## src/logic/pcs_defines.svh

```systemverilog
// Purpose: offsets, field positions and reset values of the config space
// Assumes: byte offsets as seen by a configuration cycle, dword aligned
// Notes: included by bare name; constants only
`ifndef PCS_DEFINES_SVH
`define PCS_DEFINES_SVH

// ============================================================
// register offsets
`define PCS_OFF_IDENT 8'h00
`define PCS_OFF_CS 8'h04
`define PCS_OFF_REV 8'h08
`define PCS_OFF_LAT 8'h0c
`define PCS_OFF_IOA 8'h10
`define PCS_OFF_MA 8'h14
`define PCS_OFF_SID 8'h2c
`define PCS_OFF_ROM 8'h30
`define PCS_OFF_CAP 8'h34
`define PCS_OFF_INT 8'h3c
`define PCS_OFF_PM_CAP 8'h40
`define PCS_OFF_PMCS 8'h44

// ============================================================
// command and status layout
`define PCS_CS_RESET 32'h02900000
`define PCS_CMD_MASK 16'h0347
`define PCS_BIT_PARE 31
`define PCS_BIT_SYSE 30
`define PCS_BIT_RXMA 29
`define PCS_BIT_RXTA 28
`define PCS_BIT_TXTA 27
`define PCS_TIM_MSB 26
`define PCS_TIM_LSB 25
`define PCS_TIM_VAL 2'b01
`define PCS_BIT_DPAR 24
`define PCS_BIT_FBB 23
`define PCS_BIT_NCAP 20
`define PCS_STAT_W 6

// ============================================================
// writable registers
`define PCS_RW_RESET 32'h00000000
`define PCS_RW_MASK 32'hffffffff

`endif

```

## src/logic/pcs_pkg.sv

```systemverilog
// Purpose: types shared by the config space bank, the host model and the bench
// Assumes: pcs_defines.svh holds the numbers
// Notes: request and event carriers are packed structs
package pcs_pkg;

  // ============================================================
  // carriers
  typedef struct packed {
    logic we;
    logic [7:0] addr;
    logic [3:0] be;
    logic [31:0] wdata;
  } pcs_req_t;

  typedef struct packed {
    logic detected_parity_error_flag;
    logic signaled_system_error_flag;
    logic received_master_abort_flag;
    logic received_target_abort_flag;
    logic sent_target_abort_flag;
    logic data_parity_detected_flag;
  } pcs_evt_t;

  // ============================================================
  // decoded register select
  typedef enum logic [3:0] {
    pcs_sel_none = 4'h0,
    pcs_sel_ident = 4'h1,
    pcs_sel_cs = 4'h2,
    pcs_sel_rev = 4'h3,
    pcs_sel_lat = 4'h4,
    pcs_sel_ioa = 4'h5,
    pcs_sel_ma = 4'h6,
    pcs_sel_sid = 4'h7,
    pcs_sel_rom = 4'h8,
    pcs_sel_cap = 4'h9,
    pcs_sel_int = 4'ha,
    pcs_sel_pm_cap = 4'hb,
    pcs_sel_pmcs = 4'hc
  } pcs_sel_t;

endpackage

```

## src/logic/pcs_status_flags.sv

```systemverilog
// Purpose: sticky status flags, set by events, cleared by writing ones
// Assumes: set and clr are from logic on the same clock
// Notes: a set in the clearing cycle wins
`timescale 1ns/1ns
module pcs_status_flags #(
  parameter int W = 6
) (
  input wire logic clk,
  input wire logic rst,
  input wire logic ce,
  input wire logic [W-1:0] set,
  input wire logic [W-1:0] clr,
  output logic [W-1:0] flags
);

  // ============================================================
  // flag state
  logic [W-1:0] flags_q;
  logic [W-1:0] flags_d;

  always_comb begin
    flags_d = flags_q;
    if (ce) begin
      // ones clear, zeros keep, set overrides the clear
      flags_d = (flags_q & ~clr) | set;
    end
  end

  always_ff @(posedge clk) begin
    if (rst) begin
      flags_q <= '0;
    end else begin
      flags_q <= flags_d;
    end
  end

  assign flags = flags_q;

  // ============================================================
  // checks
  property p_set_wins;
    @(posedge clk) disable iff (rst)
    ce |=> ((flags & $past(set)) == $past(set));
  endproperty
  a_set_wins: assert property (p_set_wins)
    else $error("status event lost");

  property p_one_clears;
    @(posedge clk) disable iff (rst)
    (ce && ((clr & ~set) != '0)) |=> ((flags & $past(clr & ~set)) == '0);
  endproperty
  a_one_clears: assert property (p_one_clears)
    else $error("status bit not cleared by a one");

  property p_zero_keeps;
    @(posedge clk) disable iff (rst)
    1'b1 |=> (($past(flags & ~clr) & ~flags) == '0);
  endproperty
  a_zero_keeps: assert property (p_zero_keeps)
    else $error("status bit lost without a clearing one");

endmodule

```

## src/logic/pcs_config_space.sv

```systemverilog
// Purpose: configuration register bank reached by configuration cycles
// Assumes: pci target logic presents one dword access per req_valid
// Notes: answer one cycle later; soft reset never touches this bank
//
// Contract
// - software reset leaves every config register unchanged
// - hardware reset loads every config register with its reset value
// - unused locations ignore writes and read zero
// - 18h-28h, 38h and 48h-ffh are reserved, reading zero
// - read-only identity register: device code high, vendor code low
// - command/status: status in upper half, command in lower half
// - writing a one to a status bit clears it
// - select-timing field always reads 01, medium timing
// - parity, system error, master/target abort flags set by events
// - revision, latency, subsystem, capability, pm capability read-only
// - io base, memory base, rom, interrupt, pm control writable
// - data parity detected has its own status bit 24
`timescale 1ns/1ns
`include "pcs_defines.svh"
module pcs_config_space #(
  parameter logic [15:0] DEVICE_CODE = 16'h1234, // arbitrary value
  parameter logic [15:0] VENDOR_CODE = 16'h5678, // arbitrary value
  parameter logic [31:0] REVISION_VAL = 32'h00000000,
  parameter logic [31:0] LATENCY_VAL = 32'h00000000,
  parameter logic [31:0] SUBSYS_VAL = 32'h00000000,
  parameter logic [31:0] PM_CAP_VAL = 32'h00000000,
  parameter logic NEW_CAP_EN = 1'b1
) (
  input wire logic clk,
  input wire logic rst,
  input wire logic ce,
  input wire logic soft_rst,
  input wire logic req_valid,
  input wire pcs_pkg::pcs_req_t req,
  output logic ack,
  output logic [31:0] rdata,
  input wire pcs_pkg::pcs_evt_t events,
  output logic [15:0] cmd_word,
  output logic [31:0] io_base,
  output logic [31:0] mem_base,
  output logic [31:0] rom_cfg,
  output logic [31:0] int_sel,
  output logic [31:0] pm_ctl_stat
);
  import pcs_pkg::*;

  // ============================================================
  // helpers
  function automatic pcs_sel_t decode(input logic [7:0] addr);
    logic [7:0] wa;
    wa = {addr[7:2], 2'b00};
    // reserved holes fall through to none
    if (wa == `PCS_OFF_IDENT) begin
      decode = pcs_sel_ident;
    end else if (wa == `PCS_OFF_CS) begin
      decode = pcs_sel_cs;
    end else if (wa == `PCS_OFF_REV) begin
      decode = pcs_sel_rev;
    end else if (wa == `PCS_OFF_LAT) begin
      decode = pcs_sel_lat;
    end else if (wa == `PCS_OFF_IOA) begin
      decode = pcs_sel_ioa;
    end else if (wa == `PCS_OFF_MA) begin
      decode = pcs_sel_ma;
    end else if (wa == `PCS_OFF_SID) begin
      decode = pcs_sel_sid;
    end else if (wa == `PCS_OFF_ROM) begin
      decode = pcs_sel_rom;
    end else if (wa == `PCS_OFF_CAP) begin
      decode = pcs_sel_cap;
    end else if (wa == `PCS_OFF_INT) begin
      decode = pcs_sel_int;
    end else if (wa == `PCS_OFF_PM_CAP) begin
      decode = pcs_sel_pm_cap;
    end else if (wa == `PCS_OFF_PMCS) begin
      decode = pcs_sel_pmcs;
    end else begin
      decode = pcs_sel_none;
    end
  endfunction

  function automatic logic [31:0] merge_be(input logic [31:0] old,
                                           input logic [31:0] wd,
                                           input logic [3:0] be,
                                           input logic [31:0] mask);
    logic [31:0] bm;
    bm = {{8{be[3]}}, {8{be[2]}}, {8{be[1]}}, {8{be[0]}}} & mask;
    merge_be = (old & ~bm) | (wd & bm);
  endfunction

  // ============================================================
  // access decode
  pcs_sel_t sel;
  logic take;
  logic wr;

  assign sel = decode(req.addr);
  assign take = req_valid && ce;
  assign wr = take && req.we;

  // ============================================================
  // status flags
  logic [`PCS_STAT_W-1:0] stat_set;
  logic [`PCS_STAT_W-1:0] stat_clr;
  logic [`PCS_STAT_W-1:0] stat_flags;

  assign stat_set = events;

  always_comb begin
    stat_clr = '0;
    if (wr && sel == pcs_sel_cs && req.be[3]) begin
      stat_clr = {req.wdata[`PCS_BIT_PARE], req.wdata[`PCS_BIT_SYSE],
                  req.wdata[`PCS_BIT_RXMA], req.wdata[`PCS_BIT_RXTA],
                  req.wdata[`PCS_BIT_TXTA], req.wdata[`PCS_BIT_DPAR]};
    end
  end

  pcs_status_flags #(
    .W(`PCS_STAT_W)
  ) u_flags (
    .clk(clk),
    .rst(rst),
    .ce(ce),
    .set(stat_set),
    .clr(stat_clr),
    .flags(stat_flags)
  );

  // ============================================================
  // writable registers
  logic [15:0] cmd_q;
  logic [15:0] cmd_d;
  logic [31:0] ioa_q;
  logic [31:0] ioa_d;
  logic [31:0] ma_q;
  logic [31:0] ma_d;
  logic [31:0] rom_q;
  logic [31:0] rom_d;
  logic [31:0] int_q;
  logic [31:0] int_d;
  logic [31:0] pmcs_q;
  logic [31:0] pmcs_d;
  logic [31:0] cmd_wide;

  // soft_rst feeds no register on purpose: only rst may clear the bank
  always_comb begin
    cmd_d = cmd_q;
    ioa_d = ioa_q;
    ma_d = ma_q;
    rom_d = rom_q;
    int_d = int_q;
    pmcs_d = pmcs_q;
    cmd_wide = merge_be({16'h0000, cmd_q}, req.wdata, req.be,
                        {16'h0000, `PCS_CMD_MASK});
    if (wr) begin
      if (sel == pcs_sel_cs) begin
        cmd_d = cmd_wide[15:0];
      end else if (sel == pcs_sel_ioa) begin
        ioa_d = merge_be(ioa_q, req.wdata, req.be, `PCS_RW_MASK);
      end else if (sel == pcs_sel_ma) begin
        ma_d = merge_be(ma_q, req.wdata, req.be, `PCS_RW_MASK);
      end else if (sel == pcs_sel_rom) begin
        rom_d = merge_be(rom_q, req.wdata, req.be, `PCS_RW_MASK);
      end else if (sel == pcs_sel_int) begin
        int_d = merge_be(int_q, req.wdata, req.be, `PCS_RW_MASK);
      end else if (sel == pcs_sel_pmcs && NEW_CAP_EN) begin
        pmcs_d = merge_be(pmcs_q, req.wdata, req.be, `PCS_RW_MASK);
      end
      // read-only and unused locations drop the write
    end
  end

  always_ff @(posedge clk) begin
    if (rst) begin
      cmd_q <= 16'(`PCS_CS_RESET);
      ioa_q <= `PCS_RW_RESET;
      ma_q <= `PCS_RW_RESET;
      rom_q <= `PCS_RW_RESET;
      int_q <= `PCS_RW_RESET;
      pmcs_q <= `PCS_RW_RESET;
    end else begin
      cmd_q <= cmd_d;
      ioa_q <= ioa_d;
      ma_q <= ma_d;
      rom_q <= rom_d;
      int_q <= int_d;
      pmcs_q <= pmcs_d;
    end
  end

  // ============================================================
  // read path
  logic [31:0] cs_word;
  logic [31:0] rd_val;
  logic ack_q;
  logic ack_d;
  logic [31:0] rdata_q;
  logic [31:0] rdata_d;

  always_comb begin
    cs_word = 32'h00000000;
    cs_word[`PCS_BIT_PARE] = stat_flags[5];
    cs_word[`PCS_BIT_SYSE] = stat_flags[4];
    cs_word[`PCS_BIT_RXMA] = stat_flags[3];
    cs_word[`PCS_BIT_RXTA] = stat_flags[2];
    cs_word[`PCS_BIT_TXTA] = stat_flags[1];
    cs_word[`PCS_TIM_MSB:`PCS_TIM_LSB] = `PCS_TIM_VAL;
    cs_word[`PCS_BIT_DPAR] = stat_flags[0];
    cs_word[`PCS_BIT_FBB] = 1'b1;
    cs_word[`PCS_BIT_NCAP] = NEW_CAP_EN;
    cs_word[15:0] = cmd_q;
  end

  always_comb begin
    rd_val = 32'h00000000;
    case (sel)
      pcs_sel_ident: rd_val = {DEVICE_CODE, VENDOR_CODE};
      pcs_sel_cs: rd_val = cs_word;
      pcs_sel_rev: rd_val = REVISION_VAL;
      pcs_sel_lat: rd_val = LATENCY_VAL;
      pcs_sel_ioa: rd_val = ioa_q;
      pcs_sel_ma: rd_val = ma_q;
      pcs_sel_sid: rd_val = SUBSYS_VAL;
      pcs_sel_rom: rd_val = rom_q;
      pcs_sel_int: rd_val = int_q;
      // capabilities vanish when new capabilities are disabled
      pcs_sel_cap: begin
        rd_val = NEW_CAP_EN ? {24'h000000, `PCS_OFF_PM_CAP} : 32'h0;
      end
      pcs_sel_pm_cap: rd_val = NEW_CAP_EN ? PM_CAP_VAL : 32'h0;
      pcs_sel_pmcs: rd_val = NEW_CAP_EN ? pmcs_q : 32'h0;
      default: rd_val = 32'h00000000;
    endcase
  end

  always_comb begin
    ack_d = ack_q;
    rdata_d = rdata_q;
    if (ce) begin
      ack_d = req_valid;
      // writes answer zero so stale data never looks like a read
      rdata_d = (req_valid && !req.we) ? rd_val : 32'h00000000;
    end
  end

  always_ff @(posedge clk) begin
    if (rst) begin
      ack_q <= 1'b0;
      rdata_q <= 32'h00000000;
    end else begin
      ack_q <= ack_d;
      rdata_q <= rdata_d;
    end
  end

  assign ack = ack_q;
  assign rdata = rdata_q;
  assign cmd_word = cmd_q;
  assign io_base = ioa_q;
  assign mem_base = ma_q;
  assign rom_cfg = rom_q;
  assign int_sel = int_q;
  assign pm_ctl_stat = pmcs_q;

  // ============================================================
  // checks
  logic [191:0] regs_all;
  assign regs_all = {cmd_q, 16'h0000, ioa_q, ma_q, rom_q, int_q, pmcs_q};

  property p_soft_keeps;
    @(posedge clk) disable iff (rst)
    (soft_rst && !wr) |=> (regs_all == $past(regs_all));
  endproperty
  a_soft_keeps: assert property (p_soft_keeps)
    else $error("soft reset changed a config register");

  property p_hard_reset;
    @(posedge clk)
    rst |=> (io_base == `PCS_RW_RESET && pm_ctl_stat == `PCS_RW_RESET
             && cmd_word == 16'h0000 && !ack);
  endproperty
  a_hard_reset: assert property (p_hard_reset)
    else $error("hard reset value not loaded");

  property p_unused_read;
    @(posedge clk) disable iff (rst)
    (take && !req.we && sel == pcs_sel_none) |=> (ack && rdata == 32'h0);
  endproperty
  a_unused_read: assert property (p_unused_read)
    else $error("unused location read nonzero");

  property p_drop_write;
    @(posedge clk) disable iff (rst)
    (wr && (sel == pcs_sel_none || sel == pcs_sel_rev || sel == pcs_sel_lat
            || sel == pcs_sel_sid || sel == pcs_sel_cap
            || sel == pcs_sel_pm_cap || sel == pcs_sel_ident))
      |=> (regs_all == $past(regs_all));
  endproperty
  a_drop_write: assert property (p_drop_write)
    else $error("write to read-only or unused location stored");

  property p_ident;
    @(posedge clk) disable iff (rst)
    (take && !req.we && sel == pcs_sel_ident)
      |=> (rdata == {DEVICE_CODE, VENDOR_CODE});
  endproperty
  a_ident: assert property (p_ident)
    else $error("identity register read wrong");

  property p_timing;
    @(posedge clk) disable iff (rst)
    (take && !req.we && sel == pcs_sel_cs)
      |=> (rdata[`PCS_TIM_MSB:`PCS_TIM_LSB] == `PCS_TIM_VAL
           && rdata[`PCS_BIT_FBB]);
  endproperty
  a_timing: assert property (p_timing)
    else $error("select timing field moved");

  property p_rw_store;
    @(posedge clk) disable iff (rst)
    (wr && sel == pcs_sel_ioa && req.be == 4'hf)
      |=> (io_base == $past(req.wdata));
  endproperty
  a_rw_store: assert property (p_rw_store)
    else $error("io base write not stored");

  property p_cmd_split;
    @(posedge clk) disable iff (rst)
    (wr && sel == pcs_sel_cs && req.be == 4'hf)
      |=> (cmd_word == ($past(req.wdata[15:0]) & `PCS_CMD_MASK));
  endproperty
  a_cmd_split: assert property (p_cmd_split)
    else $error("command half not written from low half");

  property p_par_seen;
    @(posedge clk) disable iff (rst)
    (ce && events.data_parity_detected_flag) |=> cs_word[`PCS_BIT_DPAR];
  endproperty
  a_par_seen: assert property (p_par_seen)
    else $error("data parity detected not reported");

endmodule

```

## config.mk

```make
export PLATFORM = sky130hd
export DESIGN_NAME = pcs_config_space
export DESIGN_NICKNAME = d
export VERILOG_FILES = /design/src/logic/pcs_pkg.sv /design/src/logic/pcs_status_flags.sv /design/src/logic/pcs_config_space.sv
export VERILOG_INCLUDE_DIRS = /design/src /design/src/logic
export SDC_FILE = /design/constraint.sdc
export NUM_CORES = 1
export LEC_CHECK = 0
export BUFFER_PORTS_ARGS = -buffer_cell sky130_fd_sc_hd__buf_2
export CORE_MARGIN = 2
export CORE_UTILIZATION = 56
export DETAILED_ROUTE_END_ITERATION = 12
export GPL_TIMING_DRIVEN = 0
export HOLD_SLACK_MARGIN = 0.08
export MAX_ROUTING_LAYER = met4
export PLACE_DENSITY_LB_ADDON = 0.12
export SKIP_CTS_REPAIR_TIMING = 1
export SYNTH_ARGS = -nofsm -noshare
export SYNTH_HDL_FRONTEND = slang
export SYNTH_SLANG_ARGS = --single-unit
export TNS_END_PERCENT = 10
```

## constraint.sdc

```tcl
create_clock -name clk -period 2.8 [get_ports clk]
set_input_delay 0.14 -clock clk [delete_from_list [all_inputs] [get_ports clk]]
set_output_delay 0.14 -clock clk [all_outputs]
set_load 0.05 [all_outputs]
```

# --- Yosys cells after proc, flatten, opt, wreduce, memory -nomap -nowiden ---
# Cells that the tools add are included.
word_totals:
  wordCells: 80
  out_inout_bits: 209
  in_bits: 56
  regBits: 215
classes:
  n_reduce_logical: 13
  n_mux: 15
  bitwise: 24
  n_eq_ne: 19
op_table:
  columns: ["op", "count"]
  rows:
  - ["case mux 32 bit (8 select lines)", 1]
  - ["AND 32 bit", 6]
  - ["OR 32 bit", 5]
  - ["two-way mux 4 bit", 12]
  - ["two-way mux 32 bit", 1]
  - ["inverter 32 bit", 1]
  - ["== test 6 x 4 -> 1 bit (second input constant)", 4]
  - ["AND 16 x 10 -> 16 bit", 1]
  - ["AND 16 bit", 1]
  - ["== test 4 bit (second input constant)", 4]
  - ["inverter 10 -> 16 bit", 1]
  - ["OR 16 bit", 1]
  - ["== test 6 x 2 -> 1 bit (second input constant)", 2]
  - ["== test 6 x 3 -> 1 bit (second input constant)", 2]
  - ["== test 6 x 5 -> 1 bit (second input constant)", 2]
  - ["== test 4 x 3 -> 1 bit (second input constant)", 2]
  - ["AND reduction 7 bit", 1]
  - ["AND 6 bit", 1]
  - ["== test 6 x 1 -> 1 bit (second input constant)", 1]
  - ["logical NOT 6 bit", 1]
  - ["two-way mux 6 bit", 1]
  - ["inverter 6 bit", 1]
  - ["OR 6 bit", 1]
  - ["AND reduction 6 bit", 1]
  - ["9 further kinds", 17]

# --- Depth between registers and ports, before layout ---
logic_depth:
  depth_word: 20
  ltp_mapped: 7
  mapped_depth_nobuf: 4

# --- By module ---
# Synthesis repeated with hierarchy kept, for this count alone.
hier_totals:
  hier_cells: 958
  area_unflattened_um2: 9212.6
by_module_without_submodules:
  columns: ["mod", "area_each_um2", "seq_area_each_um2", "cells_each", "n_inst"]
  rows:
  - ["pcs_config_space", 8968.6, 3983.8, 933, 1]
  - ["pcs_status_flags", 244.0, 120.1, 25, 1]

# --- Worst setup path after synthesis ---
# No wires, ideal clock.
synth_path:
  path_kind: "input to register"
  start: "input port req[42] (netlist name)"
  end: "register with a tool-made name"
  path_stages: 6
  required_ps: 2675
  t_arrival_ps: 1606
  n_path_buf: 2
  setup_slack_ps: 1069
  setup_ps: 125
  path_cell_list: "or4_4 -> buf_6 -> buf_8 -> nor3_4 -> mux2i_1 -> nor2_2"
synth_lines:
  columns: ["element", "line", "text"]
  rows:
  - ["start: declaration", "pcs_config_space.sv:34", "input wire pcs_pkg::pcs_req_t req,"]

# --- Worst setup path after layout ---
layout_path:
  start: "input port req[41] (netlist name)"
  end: "register rdata_q[30] (netlist: rdata[30])"
layout_via:
  elab_chain_len: 16
  word_cells_on_any_way: 34
  classes_between: "19 x eq/ne; 14 x mux; 1 x reduce/logical"
layout_lines:
  columns: ["element", "line", "text"]
  rows:
  - ["== test 6 x 5 -> 1 bit (no source line)", null, null]
  - ["two-way mux 4 bit", "pcs_config_space.sv:75", "end else if (wa == `PCS_OFF_PMCS) begin"]
  - ["two-way mux 4 bit", "pcs_config_space.sv:73", "end else if (wa == `PCS_OFF_PM_CAP) begin"]
  - ["two-way mux 4 bit", "pcs_config_space.sv:71", "end else if (wa == `PCS_OFF_INT) begin"]
  - ["two-way mux 4 bit", "pcs_config_space.sv:69", "end else if (wa == `PCS_OFF_CAP) begin"]
  - ["two-way mux 4 bit", "pcs_config_space.sv:67", "end else if (wa == `PCS_OFF_ROM) begin"]
  - ["two-way mux 4 bit", "pcs_config_space.sv:65", "end else if (wa == `PCS_OFF_SID) begin"]
  - ["two-way mux 4 bit", "pcs_config_space.sv:63", "end else if (wa == `PCS_OFF_MA) begin"]
  - ["two-way mux 4 bit", "pcs_config_space.sv:61", "end else if (wa == `PCS_OFF_IOA) begin"]
  - ["two-way mux 4 bit", "pcs_config_space.sv:59", "end else if (wa == `PCS_OFF_LAT) begin"]
  - ["two-way mux 4 bit", "pcs_config_space.sv:57", "end else if (wa == `PCS_OFF_REV) begin"]
  - ["two-way mux 4 bit", "pcs_config_space.sv:55", "end else if (wa == `PCS_OFF_CS) begin"]
  - ["two-way mux 4 bit (*)", "pcs_config_space.sv:53", "if (wa == `PCS_OFF_IDENT) begin"]
  - ["== test 4 bit, or another cell as far along", "pcs_config_space.sv:216", "case (sel)"]
  - ["case mux 32 bit (8 select lines) (*)", "pcs_config_space.sv:216", null]
  - ["two-way mux 32 bit (*)", "pcs_config_space.sv:242", "rdata_d = (req_valid && !req.we) ? rd_val : 32'h00000000;"]
  - ["end signal: assignment", "pcs_config_space.sv:252", "rdata_q <= rdata_d;"]
  - ["end: declaration", "pcs_config_space.sv:197", "logic [31:0] rdata_q;"]
# Mark *: on every way between the ends. The rest lies on a longest branch, timed or not.
# A chain may end at the register's enable or synchronous reset.

==> Flow_metrics.wiki <==
{| class="wikitable"
! Metric !! Value
|-
| Outcome || finished clean
|-
| Drt initial violations || between 600 and 700
|-
| Share of cells above drive strength 1 || 0.2815
|-
| Die X || ~130 um
|-
| Final sum of negative setup slack || 0 ns
|-
| Level count of the clock H-tree || 1
|-
| Slew at the pin with the worst max-slew slack || 1.019 ns
|-
| Sequential-to-total area share from yosys stat || 0.4607
|-
| Setup crit end || rdata[30]
|-
| Synth Cell Area || slightly below 9000 um2
|-
| Final-report setup violation count || 0
|-
| Clock latency at the later pin of the worst-skew pair || roughly 0.51 ns
|-
| Clock Sinks || between 200 and 250
|-
| Avg Inst Size Synth || 9.767 um2
|-
| Largest voltage drop on the vdd net || between 0.5 and 0.6 mV
|-
| Overall Global Routing Usage || 0.3587
|-
| Number of DRC violations after detailed routing || 0
|-
| Power per unit of standard cell area || about 550 nW/um2
|-
| Post-route ant nets || 0
|-
| TritonCTS buffer count || 22
|-
| Port Buf Inserts || between 200 and 250
|-
| Minimum clock period after layout || roughly 2.3 ns
|-
| Number of nets in the layout || 1,287
|-
| Die height || 130.1 um
|-
| Arrival time at the worst endpoint || 2.63 ns
|-
| Via count of the first global-routing pass || about 7.8k
|-
| Placeable core area || ~16,000 um2
|-
| Final worst-path setup slack || approximately 0.53 ns
|-
| Diode insertion count for antenna repair || 0
|-
| Worst Setup Path Type || input pin to flop
|-
| Largest clock skew in the final design || roughly 0.018 ns
|-
| Post-detailed-route via-to-cell ratio || between 5 and 6
|-
| Largest net degree at the start of global routing || 15
|-
| Crit Reg-Reg Endpoint || rdata[30]
|-
| Number of enable-type register cells in the synthesized netlist || 0
|-
| Setup Slack @ Placement || approximately 0.17 ns
|-
| Routability congestion estimate || between 0.9 and 1
|-
| Critical-path cell with the highest stage delay || sky130_fd_sc_hd__buf_1
|-
| CTS tree || done
|-
| Post-route fraction of the period consumed by the critical path || 0.8117
|-
| Beginning of the critical path || req[41]
|-
| CP cell instances || buf_2, clkbuf_1, buf_1, mux2i_1, nor3_1, a2111oi_0, o21ai_0
|-
| Top Ports || 265
|-
| Number of synthesized register bits || between 200 and 250
|-
| Max-Cap Viols || 0
|-
| Type of origin of the critical path || input pin
|-
| Number of warnings reported in the yosys synthesis log || 0
|-
| Top cell type by total area after synthesis || sky130_fd_sc_hd__dfxtp_1
|-
| Syn-to-layout area delta || 30.58%
|-
| Type of the worst min-delay path || input pin to flop
|-
| Share of the synthesized area in the top cell type || 0.4607
|-
| Die area || between 15,000 and 20,000 um2
|-
| FFs w/ async S/R, synth || 0
|-
| Main flop type after synthesis || sky130_fd_sc_hd__dfxtp_1
|-
| Required time at the worst-slack endpoint || around 3.2 ns
|-
| Drt first pass iters || 5
|-
| DPL Wire Length || roughly 21,000 um
|-
| Max frequency || approximately 440 MHz
|-
| Number of vias in the routed layout || 8,522
|-
| Bufs on Longest Clock Path || 3
|-
| RSZ-0062 raised after global routing || false
|-
| Starting Density || 0.5669
|-
| Register-to-register setup slack || approximately 1.2 ns
|-
| Final Slew Violations || 0
|-
| Initial antenna violation count || 0
|-
| Cell types occupying the most area after synthesis || sky130_fd_sc_hd__dfxtp_1, sky130_fd_sc_hd__mux2i_1, sky130_fd_sc_hd__nor2_1
|-
| Final Hold Vio Count || 0
|-
| Maximum single-stage delay on the critical path || between 0.8 and 0.9 ns
|-
| Routed wire length per instance || roughly 21 um
|-
| Routed WL || roughly 31,000 um
|-
| Cell Rows || 46
|-
| Wire length of the first global-routing pass || ~45,000 um
|-
| Worst-case headroom to the max-slew limit || 0.3208
|-
| Worst reg2reg path depth || 4
|-
| Number of distinct library cells after synthesis || 46
|-
| Clock edge transition at the registers on the reported setup and hold paths || ~0.060 ns
|-
| Crit path capture type || flop
|-
| Static leakage || approximately 0.0052 uW
|-
| Root buffer cell || sky130_fd_sc_hd__clkbuf_16
|-
| Total gr overflow || 0
|-
| Critical-path maximum fanout || 10
|-
| Gate count of the mapped netlist || approximately 900
|}
-- cell families after synthesis --
family / synth area share
and+or+nand+nor: 0.1715
muxes: 0.2297
other: 0.0004210
buffers and inverters: 0.04102
DFF: 0.4607
AOI/OAI and AO/OA: 0.09664
-- critical path: cells and delay by family --
family	cells	cell delay [ns]
AND/OR/NAND/NOR	1	0.06
AO/OA/AOI/OAI	2	0.62
buffers and inverters	3	1.46
multiplexers	1	0.33
-- per-layer routing --
| layer | track usage | part of all wire | up-vias |
|---|---|---|---|
| met1 | 0.4637 | 0.40 | 4084 |
| met2 | 0.5510 | 0.46 | 498 |
| met3 | 0.08036 | 0.11 | 82 |
| li1 | - | - | 3858 |
| met5 | - | 0 | - |
| met4 | 0.1366 | 0.033 | 0 |
-- metrics by stage --
stage	instances	utilization	power, uW	hold slack [ns]	instance area [um2]
floorplan	921	-	3182	0.2839	8941
global placement	1384	0.6649	3330	0.3982	10450
detailed placement	1384	0.6649	3333	0.4035	10450
CTS	1424	0.7150	6384	-0.1090	11230
global route	1463	0.7402	6581	0.1831	11630
finish	1463	0.7402	6448	0.1258	11630
-- worst min path at each step --
stage | start | to | slack (ns) | depth (start not counted)
2_1_floorplan | req[31] | flop | 0.28 | 2
3_3_place_gp | events[4] | u_flags.flags[4] | 0.40 | 3
3_5_place_dp | events[4] | u_flags.flags[4] | 0.40 | 3
4_1_cts | events[4] | u_flags.flags[4] | -0.11 | 3
5_1_grt | req[43] | rdata[6] | 0.18 | 4
6_report | req[43] | rdata[6] | 0.13 | 4
-- synthesized netlist by cell type, types with 3 or more instances --
cell / instances
sky130_fd_sc_hd__a2111oi_0: 7
sky130_fd_sc_hd__a21boi_0: 21
sky130_fd_sc_hd__a21oi_1: 28
sky130_fd_sc_hd__a221oi_1: 6
sky130_fd_sc_hd__a22oi_1: 18
sky130_fd_sc_hd__a32oi_1: 24
sky130_fd_sc_hd__and3_1: 13
sky130_fd_sc_hd__buf_1: 3
sky130_fd_sc_hd__buf_2: 13
sky130_fd_sc_hd__buf_4: 11
sky130_fd_sc_hd__clkbuf_1: 40
sky130_fd_sc_hd__dfxtp_1: 205
sky130_fd_sc_hd__inv_1: 7
sky130_fd_sc_hd__mux2_2: 19
sky130_fd_sc_hd__mux2i_1: 183
sky130_fd_sc_hd__nand2_1: 54
sky130_fd_sc_hd__nand3b_1: 6
sky130_fd_sc_hd__nand4_1: 4
sky130_fd_sc_hd__nor2_1: 172
sky130_fd_sc_hd__nor2b_1: 3
sky130_fd_sc_hd__nor3_1: 18
sky130_fd_sc_hd__nor3_4: 17
sky130_fd_sc_hd__o21ai_0: 12
sky130_fd_sc_hd__or3_1: 3
-- where the power goes --
part	total (uW)	switching, uW	internal (uW)
Combinational	394	272	122
Sequential	2930	4.21	2920
Clock	3130	1190	1940
Total	6450	1470	4980
-- cell usage in the layout, fill, tap and decap left out, types with 21 or more instances in the layout --
cell and n:
sky130_fd_sc_hd__buf_2 260, sky130_fd_sc_hd__dfxtp_1 205, sky130_fd_sc_hd__mux2i_1 183, sky130_fd_sc_hd__nor2_1 172, sky130_fd_sc_hd__nand2_1 54, sky130_fd_sc_hd__clkbuf_1 44, sky130_fd_sc_hd__dlygate4sd3_1 39, sky130_fd_sc_hd__a21oi_1 28
sky130_fd_sc_hd__a32oi_1 24, sky130_fd_sc_hd__clkbuf_16 23, sky130_fd_sc_hd__a21boi_0 21
-- area by class of cell --
| type | count | area (um2) |
|---|---|---|
| multi-input combinational | 639 | 4478 |
| tap | 216 | 270.3 |
| clock inverter | 7 | 113.9 |
| sequential | 205 | 4104 |
| timing repair buffer | 286 | 1627 |
| buffer | 69 | 335.3 |
| inverter | 8 | 30.03 |
| fill | 1254 | 4081 |
| clock buffer | 33 | 673.1 |
Note: power is estimated with default switching activity, not from simulation.
